### src/lbarb_pkg.sv
// Shared constants, state codes and carrier structs for the local bus arbiter.
// Assumes one core clock, which is also the local bus clock.
package lbarb_pkg;

  // Clock and local clock period timing
  localparam int CLK_PERIOD_NS = 8;
  localparam int LOCAL_CLOCK_PERIOD_NS = 8;
  localparam int LOCAL_CLOCK_PERIOD_CYC =
    (LOCAL_CLOCK_PERIOD_NS + CLK_PERIOD_NS - 1) / CLK_PERIOD_NS;
  localparam int PULSE_PERIODS = 2;
  localparam int PULSE_CYC = PULSE_PERIODS * LOCAL_CLOCK_PERIOD_CYC;

  // Timer and synchroniser shape
  localparam int TIMER_W = 4;
  localparam int SYNC_W = 2;
  localparam int SYNC_HOLD_BIT = 0;
  localparam int SYNC_GRANT_BIT = 1;
  localparam logic [SYNC_W-1:0] SYNC_RESET = 2'h3;

  // Configuration reset values
  localparam logic ROLE_RESET = 1'h0;
  localparam logic ARB_EN_RESET = 1'h0;

  // Arbitration states, master and slave role
  typedef enum logic [3:0] {
    ST_M_NORMAL,
    ST_M_RELEASE,
    ST_M_HOLD,
    ST_M_EXIT,
    ST_S_HOLD,
    ST_S_PULSE,
    ST_S_REQ,
    ST_S_OWN,
    ST_S_YIELD
  } lbarb_state_t;

  // Local bus config bits as held
  typedef struct packed {
    logic arbiterRoleSelect;
    logic arbitrationEnable;
  } lbarb_cfg_t;

  // A write of the local bus config bits
  typedef struct packed {
    logic wr;
    lbarb_cfg_t data;
  } lbarb_cfg_wr_t;

  // Access status from the external bus controller
  typedef struct packed {
    logic extReq;
    logic extBusy;
  } lbarb_access_t;

  // Whole arbiter state
  typedef struct packed {
    lbarb_state_t state;
    lbarb_cfg_t cfg;
    logic arbEnPrev;
    logic holdPrev;
    logic grantPrev;
    logic busyPrev;
    logic accessDone;
    logic tclElapsed;
    logic busWantN;
    logic grantOutN;
    logic busDrive;
  } lbarb_arb_state_t;

endpackage

### src/lbarb_arbiter.sv
// Local bus arbitration between two controllers sharing one external bus.
// Assumes the external bus controller reports access need and busy on core_clk,
// and that the link partner runs the matching role with pull-ups on the lines.
`timescale 1ns/1ns
`default_nettype none

module lbarb_arbiter (
  // Clock and reset
  input wire logic core_clk,
  input wire logic resetn,
  // Local bus config write and status
  input wire lbarb_pkg::lbarb_cfg_wr_t cfgWrite,
  output lbarb_pkg::lbarb_cfg_t cfgStatus,
  output logic inHold,
  // External bus controller side
  input wire lbarb_pkg::lbarb_access_t access,
  output logic busDriveEn,
  // Arbitration pins, active low except the grant output enable
  input wire logic holdRequestInN,
  input wire logic holdGrantInN,
  output logic holdGrantOutN,
  output logic holdGrantOe,
  output logic busWantOutN
);

  lbarb_pkg::lbarb_arb_state_t cur;
  lbarb_pkg::lbarb_arb_state_t next_cur;
  logic [lbarb_pkg::SYNC_W-1:0] pinLvl;
  logic holdLvl;
  logic grantLvl;
  logic holdFell;
  logic holdRose;
  logic grantFell;
  logic timerStart;
  logic [lbarb_pkg::TIMER_W-1:0] timerLoad;
  logic timerDone;

  // Partner lines pass the synchroniser before any decision
  lbarb_sync #(
    .W(lbarb_pkg::SYNC_W),
    .RESET_VAL(lbarb_pkg::SYNC_RESET)
  ) u_sync (
    .core_clk(core_clk),
    .resetn(resetn),
    .pinIn({holdGrantInN, holdRequestInN}),
    .levelOut(pinLvl)
  );

  // Spacing of grant, request and enable pulse
  lbarb_tcl_timer #(
    .W(lbarb_pkg::TIMER_W)
  ) u_timer (
    .core_clk(core_clk),
    .resetn(resetn),
    .start(timerStart),
    .load(timerLoad),
    .done(timerDone)
  );

  // Edge detection on filtered levels only
  assign holdLvl = pinLvl[lbarb_pkg::SYNC_HOLD_BIT];
  assign grantLvl = pinLvl[lbarb_pkg::SYNC_GRANT_BIT];
  assign holdFell = cur.holdPrev && !holdLvl;
  assign holdRose = !cur.holdPrev && holdLvl;
  assign grantFell = cur.grantPrev && !grantLvl;

  // Next state of the arbitration machine
  always_comb begin
    next_cur = cur;
    timerStart = 1'b0;
    timerLoad = lbarb_pkg::TIMER_W'(lbarb_pkg::LOCAL_CLOCK_PERIOD_CYC - 1);
    next_cur.holdPrev = holdLvl;
    next_cur.grantPrev = grantLvl;
    next_cur.busyPrev = access.extBusy;
    next_cur.arbEnPrev = cur.cfg.arbitrationEnable;
    if (cfgWrite.wr) begin
      next_cur.cfg = cfgWrite.data;
    end
    case (cur.state)
      lbarb_pkg::ST_M_NORMAL: begin
        next_cur.busDrive = 1'b1;
        next_cur.grantOutN = 1'b1;
        next_cur.busWantN = 1'b1;
        // Disabled arbitration keeps the bus through critical work
        if (cur.cfg.arbitrationEnable && holdFell) begin
          next_cur.state = lbarb_pkg::ST_M_RELEASE;
        end
      end
      lbarb_pkg::ST_M_RELEASE: begin
        // Running access completes before the bus floats
        if (cur.busDrive && !access.extBusy) begin
          next_cur.busDrive = 1'b0;
        end else if (!cur.busDrive) begin
          next_cur.grantOutN = 1'b0;
          next_cur.tclElapsed = 1'b0;
          timerStart = 1'b1;
          next_cur.state = lbarb_pkg::ST_M_HOLD;
        end
      end
      lbarb_pkg::ST_M_HOLD: begin
        if (timerDone) begin
          next_cur.tclElapsed = 1'b1;
        end
        // Level, not edge: a short pulse can rise again before the grant goes out
        if (holdLvl) begin
          next_cur.grantOutN = 1'b1;
          timerStart = 1'b1;
          next_cur.state = lbarb_pkg::ST_M_EXIT;
        end else if (access.extReq && cur.tclElapsed) begin
          next_cur.busWantN = 1'b0;
        end
      end
      lbarb_pkg::ST_M_EXIT: begin
        next_cur.busDrive = 1'b1;
        if (timerDone) begin
          next_cur.busWantN = 1'b1;
          next_cur.state = lbarb_pkg::ST_M_NORMAL;
        end
      end
      lbarb_pkg::ST_S_HOLD: begin
        next_cur.busDrive = 1'b0;
        next_cur.busWantN = 1'b1;
        if (cur.cfg.arbitrationEnable && !cur.arbEnPrev) begin
          next_cur.busWantN = 1'b0;
          timerStart = 1'b1;
          timerLoad = lbarb_pkg::TIMER_W'(lbarb_pkg::PULSE_CYC - 1);
          next_cur.state = lbarb_pkg::ST_S_PULSE;
        end else if (cur.cfg.arbitrationEnable && access.extReq && holdLvl) begin
          // Waiting for the master's request to rise grants it a full cycle
          next_cur.busWantN = 1'b0;
          next_cur.state = lbarb_pkg::ST_S_REQ;
        end
      end
      lbarb_pkg::ST_S_PULSE: begin
        if (timerDone) begin
          next_cur.busWantN = 1'b1;
          next_cur.state = lbarb_pkg::ST_S_HOLD;
        end
      end
      lbarb_pkg::ST_S_REQ: begin
        if (grantFell) begin
          next_cur.busDrive = 1'b1;
          next_cur.accessDone = 1'b0;
          next_cur.state = lbarb_pkg::ST_S_OWN;
        end
      end
      lbarb_pkg::ST_S_OWN: begin
        if (cur.busyPrev && !access.extBusy) begin
          next_cur.accessDone = 1'b1;
        end
        // Request from the master counts only after one whole access
        if (cur.accessDone && !holdLvl) begin
          next_cur.state = lbarb_pkg::ST_S_YIELD;
        end
      end
      lbarb_pkg::ST_S_YIELD: begin
        if (cur.busDrive && !access.extBusy) begin
          next_cur.busDrive = 1'b0;
        end else if (!cur.busDrive) begin
          next_cur.busWantN = 1'b1;
          next_cur.state = lbarb_pkg::ST_S_HOLD;
        end
      end
      default: begin
        next_cur.state = lbarb_pkg::ST_S_HOLD;
      end
    endcase
    // A role change restarts the machine in that role's idle state
    if (cfgWrite.wr && cfgWrite.data.arbiterRoleSelect != cur.cfg.arbiterRoleSelect) begin
      next_cur.busWantN = 1'b1;
      next_cur.grantOutN = 1'b1;
      next_cur.busDrive = cfgWrite.data.arbiterRoleSelect;
      next_cur.state = cfgWrite.data.arbiterRoleSelect ?
        lbarb_pkg::ST_M_NORMAL : lbarb_pkg::ST_S_HOLD;
    end
  end

  // Reset comes up as a floating slave
  always_ff @(posedge core_clk or negedge resetn) begin
    if (!resetn) begin
      cur <= '{state: lbarb_pkg::ST_S_HOLD,
               cfg: '{arbiterRoleSelect: lbarb_pkg::ROLE_RESET,
                      arbitrationEnable: lbarb_pkg::ARB_EN_RESET},
               arbEnPrev: lbarb_pkg::ARB_EN_RESET,
               holdPrev: 1'b1,
               grantPrev: 1'b1,
               busyPrev: 1'b0,
               accessDone: 1'b0,
               tclElapsed: 1'b0,
               busWantN: 1'b1,
               grantOutN: 1'b1,
               busDrive: 1'b0};
    end else begin
      cur <= next_cur;
    end
  end

  // Outputs straight from state flops, except inHold, decoded from the state
  assign cfgStatus = cur.cfg;
  assign busDriveEn = cur.busDrive;
  assign busWantOutN = cur.busWantN;
  assign holdGrantOutN = cur.grantOutN;
  assign holdGrantOe = cur.cfg.arbiterRoleSelect;
  assign inHold = (cur.state == lbarb_pkg::ST_M_HOLD) || (cur.state == lbarb_pkg::ST_S_HOLD)
    || (cur.state == lbarb_pkg::ST_S_PULSE) || (cur.state == lbarb_pkg::ST_S_REQ);
endmodule

`default_nettype wire

### src/lbarb_sync.sv
// Three-stage synchroniser with agreement filter for pin inputs.
// Assumes inputs are asynchronous to core_clk; output is a clean level.
`timescale 1ns/1ns
`default_nettype none

module lbarb_sync #(
  parameter int W = 2,
  parameter logic [W-1:0] RESET_VAL = '1
) (
  // Clock and reset
  input wire logic core_clk,
  input wire logic resetn,
  // Raw pins and filtered levels
  input wire logic [W-1:0] pinIn,
  output logic [W-1:0] levelOut
);

  typedef struct packed {
    logic [W-1:0] s1;
    logic [W-1:0] s2;
    logic [W-1:0] s3;
    logic [W-1:0] lvl;
  } lbarb_sync_state_t;

  lbarb_sync_state_t cur;
  lbarb_sync_state_t next_cur;

  // Level moves only where stages two and three agree; stage one feeds stage two only
  always_comb begin
    next_cur = cur;
    next_cur.s1 = pinIn;
    next_cur.s2 = cur.s1;
    next_cur.s3 = cur.s2;
    next_cur.lvl = (~(cur.s2 ^ cur.s3) & cur.s3) | ((cur.s2 ^ cur.s3) & cur.lvl);
  end

  // Idle high matches the pull-ups on the arbitration lines
  always_ff @(posedge core_clk or negedge resetn) begin
    if (!resetn) begin
      cur <= {RESET_VAL, RESET_VAL, RESET_VAL, RESET_VAL};
    end else begin
      cur <= next_cur;
    end
  end

  assign levelOut = cur.lvl;

endmodule

`default_nettype wire

### src/lbarb_tcl_timer.sv
// One-shot down counter used to space arbitration edges in clock periods.
// Assumes start is a one-cycle pulse from logic on core_clk.
`timescale 1ns/1ns
`default_nettype none

module lbarb_tcl_timer #(
  parameter int W = 4
) (
  // Clock and reset
  input wire logic core_clk,
  input wire logic resetn,
  // Control
  input wire logic start,
  input wire logic [W-1:0] load,
  // Expiry, one-cycle pulse
  output logic done
);

  typedef struct packed {
    logic running;
    logic [W-1:0] count;
  } lbarb_timer_state_t;

  lbarb_timer_state_t cur;
  lbarb_timer_state_t next_cur;

  // Restart wins over expiry so a fresh wait is never cut short
  always_comb begin
    next_cur = cur;
    done = cur.running && (cur.count == '0) && !start;
    if (start) begin
      next_cur.running = 1'b1;
      next_cur.count = load;
    end else if (cur.running && cur.count != '0) begin
      next_cur.count = cur.count - W'(1);
    end else if (done) begin
      next_cur.running = 1'b0;
    end
  end

  // State register
  always_ff @(posedge core_clk or negedge resetn) begin
    if (!resetn) begin
      cur <= '0;
    end else begin
      cur <= next_cur;
    end
  end

endmodule

`default_nettype wire

### config.mk
export PLATFORM = sky130hd
export DESIGN_NAME = lbarb_arbiter
export DESIGN_NICKNAME = d
export VERILOG_FILES = /design/src/lbarb_pkg.sv /design/src/lbarb_arbiter.sv /design/src/lbarb_sync.sv /design/src/lbarb_tcl_timer.sv
export SDC_FILE = /design/constraint.sdc
export NUM_CORES = 1
export LEC_CHECK = 0
export BUFFER_PORTS_ARGS = -buffer_cell sky130_fd_sc_hd__buf_2
export CAP_MARGIN = 10
export CORE_ASPECT_RATIO = 1.1
export CORE_UTILIZATION = 45
export DETAILED_ROUTE_END_ITERATION = 10
export PLACE_DENSITY_LB_ADDON = 0.08
export SLEW_MARGIN = 20
export SYNTH_ARGS = -nofsm -noshare
export SYNTH_HDL_FRONTEND = slang
export SYNTH_SLANG_ARGS = --single-unit
### constraint.sdc
create_clock -name core_clk -period 2 [get_ports core_clk]
set_input_delay 0.6 -clock core_clk [delete_from_list [all_inputs] [get_ports core_clk]]
set_output_delay 0.6 -clock core_clk [all_outputs]
set_load 0.03 [all_outputs]
==> reports/qor.yml, run 1 <==
outcome:
  outcome: "finished with violations"
  violations: "DRC"
clock_network:
  clockRootBuffer: "clkbuf_4"
  cts.sinks: 28
  clock_latency_ps: 340
  clk_transition_reported_paths_ps: 160
  cts_tree: "yes"
  cts-hold-fix-buffers: 0
  clock_path_buffers: 2
  htreeDepth: 1
  cts_made_buffers: 3
cells_and_area:
  register_area_um2: 719
  final_area_mm2: 0.00184
  fin_nets: 191
  instances_no_fill: 214
  drive_gt1_frac: 0.389
  diodes: 0
  fillers: 284
  multi_input_area_um2: 764
  syn_to_final_growth_pct: 20.5
timing:
  setup_viol: 0
  fin_worst_skew_ps: 7.72
  fmax_mhz: 504
  layout_min_cycle_time_ps: 1980
  final_hold_viol_count: 0
  post-route-period-util: 0.992
  finalMaxSlewViolations: 0
  holdWs_ps: 240
  worst_pin_slew_ps: 604
  slew_headroom: 0.597
  grt_setup_unrepaired: "yes"
yosys:
  postSynthAreaPerCell_um2: 9.99
  async_flop_share: 1.00
  synth_ff_type: "dfrtp_1"
  yosys_warnings: 0
  yosysUniqueCellTypes: 54
  synth_fp_nets: 163
  netlist_area_mm2: 0.00153
  synth_edf_count: 0
  synth-seq-area-share: 0.469
  ys_ff_latch: 28
  synthesis.instances: 153
detailed_routing:
  post_drt_via_cell_ratio: 6.02
  drt_iter0_markers: 40
  post_drt_wl_per_cell_um: 17.3
  antenna_left: 0
  postRouteWirelength_um: 3690
  drc_errors: 1
  num_vias: 1289
  dr.pass1.iters: 7
global_routing:
  antenna_found_initial: 0
  grt.overflow.total: 0
  grt_pass1_wl_um: 5840
  grt_max_degree: 29
  grt_pass1_vias: 1278
  grt_use_total: 0.210
worst_setup_path:
  rr_endpoint: "cur[12]"
  path_max_fanout: 9
  critPathLaunch: "cur[13]"
  crit_path_end: "cur[12]"
  critPathRequiredTime_ps: 2250
  cp-start-kind: "flop"
  worstPathArrival_ps: 2230
  r2r_setup_slack_ps: 20
  rr_worst_depth: 7
  r2r-start: "cur[13]"
  crit_type: "flop to flop"
  crit_path_end_kind: "flop"
die:
  rows: 21
  chipWidth_um: 57.6
  core_mm2: 0.00313
  dieArea_mm2: 0.00363
  initial_core_util: 0.489
  pin_count: 16
  die_height_um: 63.1
power:
  pwr_density_cell_mw_per_mm2: 1420
  leakage_nw: 0.770
  ir_drop_mv: 0.625
  power_mw: 2.62
placed_design:
  gp_congestion: 0.905
  dp.cells: 202
  placed_cell_area_mm2: 0.00166
  dp_hpwl_um: 2390
  io_buffer_count: 15
flow_run:
  cap_violations: 0
min_path:
  hold_path.class: "input pin to async pin"
## worst max-delay path: stages, from the launching register on
cell and delay, ps:
dfstp_2 420, buf_6 120, buf_4 180, nor2b_4 150, a22oi_1 100, a32o_2 320, or2_4 260, a311o_1 340
## power by group
part | leakage, nW | switching [mW] | internal [mW]
sequential | 0.321 | 0.115 | 0.723
clock | 0.0261 | 0.177 | 0.153
combinational | 0.423 | 0.791 | 0.656
## state kept, by name, summed over array words and instances, names as in the netlist, named ones only
register and cells:
cur 10, u_sync.cur 6, u_timer.cur 5, busDriveEn 1, busWantOutN 1, cfgStatus 1, holdGrantOe 1, holdGrantOutN 1
## Yosys cell counts, types with 3 or more instances
| library cell | n | share of area |
|---|---|---|
| dfrtp_1 | 15 | 0.25 |
| nand2_1 | 14 | 0.034 |
| dfstp_2 | 13 | 0.22 |
| nor2_1 | 13 | 0.032 |
| inv_1 | 6 | 0.015 |
| a21oi_1 | 5 | 0.016 |
| buf_4 | 5 | 0.025 |
| o21ai_0 | 5 | 0.016 |
| nand3_1 | 4 | 0.013 |
| nor2b_1 | 4 | 0.016 |
| nor3_1 | 4 | 0.013 |
| o211ai_1 | 4 | 0.020 |
| a31oi_1 | 3 | 0.012 |
| buf_2 | 3 | 0.0098 |
| xor2_1 | 3 | 0.017 |
## cells in the final DEF, fill, tap and decap left out, types with 2 or more instances in the layout
cell and count:
buf_4 17, o211ai_1 4, nor2b_1 2, o221ai_1 2, nor2b_2 2, a211oi_1 2, a31oi_1 3, o21ai_1 2
nor3_1 4, nand3_1 4, xnor2_1 2, mux2_2 2, nor2_1 13, o2bb2ai_1 2, dfrtp_2 2, nand2_1 14
dfstp_2 13, nor4b_1 2, maj3_1 2, o21ai_0 5, a21oi_1 4, dfrtp_1 13, buf_6 3, or3_1 2
xor2_1 3, inv_1 6, buf_2 14, clkbuf_4 3
## metal layers
layer,global-route usage,vias up,wire length (um)
met5,0,-,0
met4,0.116,0,174
met3,0.0246,18,182
met2,0.326,46,1770
met1,0.284,624,1570
li1,-,601,-
## area by class of cell
type	count	share of cell area
clock buffer	4	0.0258
inverter	8	0.0190
multi-input combinational	106	0.415
sequential	28	0.391
tap	34	0.0231
timing repair buffer	34	0.126
## per-stage QoR
step,utilization,TNS [ps],worst slack [ps]
floorplan,-,0,42.4
global placement,0.530,0,74.3
detailed placement,0.530,0,40.4
CTS,0.565,0,9.36
global route,0.589,-47.6,-36.7
finish,0.589,0,16.4
## cell families (layout without fill, tap and decap cells)
logic type                 Yosys count  count (layout)  synth area share
and+or+nand+nor                     54              54             0.192
DFF                                 28              28             0.469
adders and majority gates            3               3            0.0213
xor gates and xnor gates             5               5            0.0287
muxes                                3               3            0.0213
buffers and inverters               19              46            0.0663
AOI/OAI and AO/OA                   41              41             0.201
## worst min path at each step
stage             startpoint            end  slack [ps]  cells past startpoint
3_5_place_dp   u_sync.cur[7]  u_sync.cur[5]         350                      0
5_1_grt               resetn     busDriveEn         290                      1
3_3_place_gp   u_sync.cur[6]  u_sync.cur[4]         350                      0
2_1_floorplan         resetn     busDriveEn         300                      0
6_report              resetn        cur[14]         240                      1
4_1_cts               resetn        cur[14]         250                      1
## repair_timing
action | in CTS | in global routing
gates cloned | 0 | 0
endpoints found under the hold margin | 0 | 0
endpoints found under the setup margin | 2 | 4
pin swaps | 1 | 2
gates resized for setup | 8 | 10
buffers inserted | 5 | 3
Power figures use the tool's default switching activity.
==> run 2, diff against run 1 <==
==> constraint.sdc (replaced) <==
create_clock -name core_clk -period 2 [get_ports core_clk]
set_input_delay 0.6 -clock core_clk [delete_from_list [all_inputs] [get_ports core_clk]]
set_output_delay 0.6 -clock core_clk [all_outputs]
set_load 0.1 [all_outputs]
==> reports/qor.yml, run 2 (synthesis gave the netlist of run 1 again) <==
clock_network:
  htreeDepth: 1
  clock_path_buffers: 2
  cts_made_buffers: 3
  clk_transition_reported_paths_ps: 150
  cts_tree: "yes"
  clockRootBuffer: "clkbuf_4"
  cts.sinks: 28
  cts-hold-fix-buffers: 0
  clock_latency_ps: 330
cells_and_area:
  multi_input_area_um2: 752
  layout_common_cells: "buf_4, buf_2, nor2_1, nand2_1, dfstp_2"
  drive_gt1_frac: 0.392
  reg.largest.list: "cur (10), u_sync.cur (6), u_timer.cur (5)"
  diodes: 0
  fin_nets: 192
  largest_reg_flops: 10
  largest-register: "cur"
  final_util: 0.590
  syn_to_final_growth_pct: 20.7
  register_area_um2: 723
  fillers: 275
  final_common_cell: "buf_4"
  final_area_mm2: 0.00184
placed_design:
  gp_congestion: 0.879
  placed_cell_area_mm2: 0.00172
  dp_hpwl_um: 2450
  io_buffer_count: 15
flow_run:
  cap_violations: 0
timing:
  grt_setup_unrepaired: "yes"
  final_hold_viol_count: 0
  slew_headroom: 0.597
  worst_pin_slew_ps: 605
  setup_viol: 0
  layout_min_cycle_time_ps: 2000
  fmax_mhz: 500
  fin_worst_skew_ps: 5.18
  finalMaxSlewViolations: 0
  post-route-period-util: 1.00
worst_setup_path:
  critPathLaunch: "cur[11]"
  crit_path_end_kind: "output pin"
  r2r-start: "cur[13]"
  max_stage_delay_ps: 450
  cp-start-kind: "flop"
  cp_cell_sequence: "buf_4 -> inv_6 -> nand2_2 -> a21oi_4 -> buf_12"
  crit_type: "flop to output pin"
  rr_endpoint: "cur[12]"
  rr_worst_depth: 6
  crit_slowest_cell: "dfrtp_2"
  r2r_setup_slack_ps: 50
  worstPathArrival_ps: 1400
  path_max_fanout: 4
  critPathRequiredTime_ps: 1400
  crit_path_end: "inHold"
die:
  core_mm2: 0.00313
  chipWidth_um: 57.6
  rows: 21
  initial_core_util: 0.489
  dieArea_mm2: 0.00363
  pin_count: 16
  die_height_um: 63.1
global_routing:
  grt.overflow.total: 0
  grt_pass1_wl_um: 5940
  grt_use_total: 0.213
  grt_pass1_vias: 1311
  antenna_found_initial: 0
  grt_max_degree: 29
detailed_routing:
  postRouteWirelength_um: 3390
  dr.pass1.iters: 7
  drc_errors: 3
  post_drt_via_cell_ratio: 5.81
  antenna_left: 0
  drt_iter0_markers: 35
  num_vias: 1249
  post_drt_wl_per_cell_um: 15.8
outcome:
  violations: "DRC"
  outcome: "finished with violations"
power:
  power_mw: 2.83
  leakage_nw: 0.767
  ir_drop_mv: 0.730
  pwr_density_cell_mw_per_mm2: 1540
min_path:
  hold_path.class: "input pin to async pin"
-- run 2: report_power, final --
group | switching [mW] | leakage, nW | internal [mW]
sequential | 0.113 | 0.320 | 0.730
combinational | 0.986 | 0.421 | 0.680
clock | 0.172 | 0.0261 | 0.153
-- run 2: worst min-delay path by stage --
stage,start,end,slack (ps)
finish,resetn,busDriveEn,240
global placement,u_sync.cur[7],u_sync.cur[5],350
floorplan,resetn,cfgStatus[0],300
CTS,resetn,busDriveEn,260
global route,resetn,busDriveEn,280
detailed placement,u_sync.cur[7],u_sync.cur[5],350
-- run 2: final cells by class --
class                           count  area share
Sequential cell                    28       0.392
Inverter                            8      0.0190
Tap cell                           34      0.0231
Multi-Input combinational cell    106       0.408
Timing Repair Buffer               35       0.132
Clock buffer                        4      0.0258
-- run 2: repair_timing --
item | in CTS | in global routing
pin swaps | 1 | 0
setup endpoints to repair | 1 | 4
setup buffers | 6 | 0
resized for setup | 6 | 3
hold endpoints to repair | 0 | 0
-- run 2: critical path: cells and delay by family, from the launching register on --
kind / cells / cell delay, ps
flops: 1 / 450
buf+inv: 3 / 400
simple gates: 1 / 60
compound gates: 1 / 170
-- run 2: per-stage QoR --
stage | hold slack (ps) | instances | setup WS, ps | setup TNS [ps]
finish | 242 | 215 | 0.555 | 0
global route | 280 | 215 | -57.3 | -98.1
CTS | 263 | 215 | -18.8 | -18.8
detailed placement | 347 | 206 | 88.8 | 0
global placement | 346 | 206 | 84.1 | 0
floorplan | 304 | 153 | -8.82 | -16.4
-- run 2: per-layer routing --
layer  vias to the layer above  global-route usage  part of all wire
li1                        603                   -                 -
met4                         0               0.104             0.036
met2                        26               0.342              0.48
met1                       605               0.277              0.45
met3                        15              0.0329             0.033
met5                         -                   0                 0
==> run 3, diff against run 2 <==
--- a/config.mk
+++ b/config.mk
@@ -9,6 +9,7 @@
 export CAP_MARGIN = 10
 export CORE_ASPECT_RATIO = 1.1
 export CORE_UTILIZATION = 45
+export CTS_BUF_LIST = sky130_fd_sc_hd__clkbuf_4
 export DETAILED_ROUTE_END_ITERATION = 10
 export PLACE_DENSITY_LB_ADDON = 0.08
 export SLEW_MARGIN = 20
==> reports/qor.yml, run 3 (synthesis gave the netlist of run 1 again) <==
die:
  core_mm2: 0.00313
  rows: 21
  die_height_um: 63.1
  pin_count: 16
  initial_core_util: 0.489
  dieArea_mm2: 0.00363
  chipWidth_um: 57.6
worst_setup_path:
  cp_cell_sequence: "buf_6 -> nand2b_4 -> a21oi_4 -> buf_12"
  critPathRequiredTime_ps: 1400
  crit_type: "flop to output pin"
  path_max_fanout: 2
  crit_path_end_kind: "output pin"
  crit_slowest_cell: "dfstp_2"
  max_stage_delay_ps: 580
  worstPathArrival_ps: 1400
  rr_endpoint: "cur[12]"
  r2r-start: "cur[13]"
  rr_worst_depth: 6
  r2r_setup_slack_ps: 50
  cp-start-kind: "flop"
cells_and_area:
  reg.largest.list: "cur (10), u_sync.cur (6), u_timer.cur (5)"
  multi_input_area_um2: 757
  diodes: 0
  largest-register: "cur"
  drive_gt1_frac: 0.401
  fin_nets: 193
  fillers: 267
  largest_reg_flops: 10
  layout_common_cells: "buf_4, buf_2, nor2_1, nand2_1, dfstp_2"
  register_area_um2: 723
  final_common_cell: "buf_4"
  syn_to_final_growth_pct: 22.1
flow_run:
  cap_violations: 0
detailed_routing:
  postRouteWirelength_um: 3480
  antenna_left: 0
  drc_errors: 3
  drt_iter0_markers: 22
  num_vias: 1278
  post_drt_via_cell_ratio: 5.92
  dr.pass1.iters: 7
  post_drt_wl_per_cell_um: 16.1
clock_network:
  cts.sinks: 28
  clock_latency_ps: 340
  cts-hold-fix-buffers: 0
  cts_made_buffers: 3
  clk_transition_reported_paths_ps: 160
  clock_path_buffers: 2
  htreeDepth: 1
  cts_tree: "yes"
  clockRootBuffer: "clkbuf_4"
timing:
  fin_tns_setup_ps: -1.91
  slew_headroom: 0.597
  finalMaxSlewViolations: 0
  fmax_mhz: 500
  worst_slack_ps: -1.91
  layout_min_cycle_time_ps: 2000
  fin_worst_skew_ps: 11.5
  holdWs_ps: 235
  post-route-period-util: 1.00
  final_hold_viol_count: 0
  grt_setup_unrepaired: "yes"
  worst_pin_slew_ps: 604
  setup_viol: 1
power:
  ir_drop_mv: 0.790
  power_mw: 2.91
  leakage_nw: 0.775
  pwr_density_cell_mw_per_mm2: 1560
global_routing:
  grt_pass1_wl_um: 6080
  antenna_found_initial: 0
  grt_max_degree: 29
  grt.overflow.total: 0
  grt_use_total: 0.220
  grt_pass1_vias: 1321
placed_design:
  gp_congestion: 0.879
  io_buffer_count: 15
  dp_hpwl_um: 2450
  dp_worst_setup_slack_ps: 88.8
outcome:
  outcome: "finished with violations"
  violations: "DRC, setup timing"
min_path:
  hold_path.class: "input pin to async pin"
-- run 3: cell types whose count changed in the layout (fill, tap and decap cells not counted), sizes merged --
cell,change
clkbuf,-1
bufinv,+1
buf,+1
-- run 3: critical path, delay by kind of cell, from the launching register on --
family | cells | cell delay (ps)
compound gates | 1 | 140
buf+inv | 2 | 300
flops | 1 | 580
simple gates | 1 | 60
-- run 3: final cells by class --
class                      instances  area share
inverter                           8      0.0188
clock buffer                       3      0.0121
clock inverter                     1      0.0161
sequential                        28       0.388
multi-input combinational        106       0.406
timing repair buffer              36       0.137
tap                               34      0.0228
-- run 3: how the worst max path moves through the flow --
stage | slack, ps | from | end | cells after the start
global placement | 80 | cur[6] | cur[12] | 5
global route | -60 | cur[13] | inHold | 4
finish | -2 | cur[13] | inHold | 4
floorplan | -9 | busDriveEn | cur[12] | 5
CTS | -20 | cur[13] | inHold | 4
detailed placement | 90 | access[0] | cur[12] | 6
-- run 3: repair_timing --
| item | CTS | global route |
|---|---|---|
| pin swaps | 1 | 0 |
| setup endpoints to repair | 1 | 4 |
| resized for setup | 7 | 4 |
| setup buffers | 6 | 0 |
-- run 3: report_power, final --
group	switching (mW)	internal [mW]
combinational	1.00	0.696
clock	0.176	0.203
sequential	0.105	0.730
-- run 3: stage by stage --
step           std cells  instance area [um^2]  utilization
2_1_floorplan        153                  1550            -
3_3_place_gp         206                  1720        0.551
3_5_place_dp         206                  1720        0.551
4_1_cts              216                  1840        0.588
5_1_grt              216                  1870        0.597
6_report             216                  1870        0.597
-- run 3: metal layers --
layer | track usage | routed length, um
met2 | 0.372 | 1730
met5 | 0 | 0
met1 | 0.277 | 1550
met4 | 0.0884 | 86
met3 | 0.0329 | 114
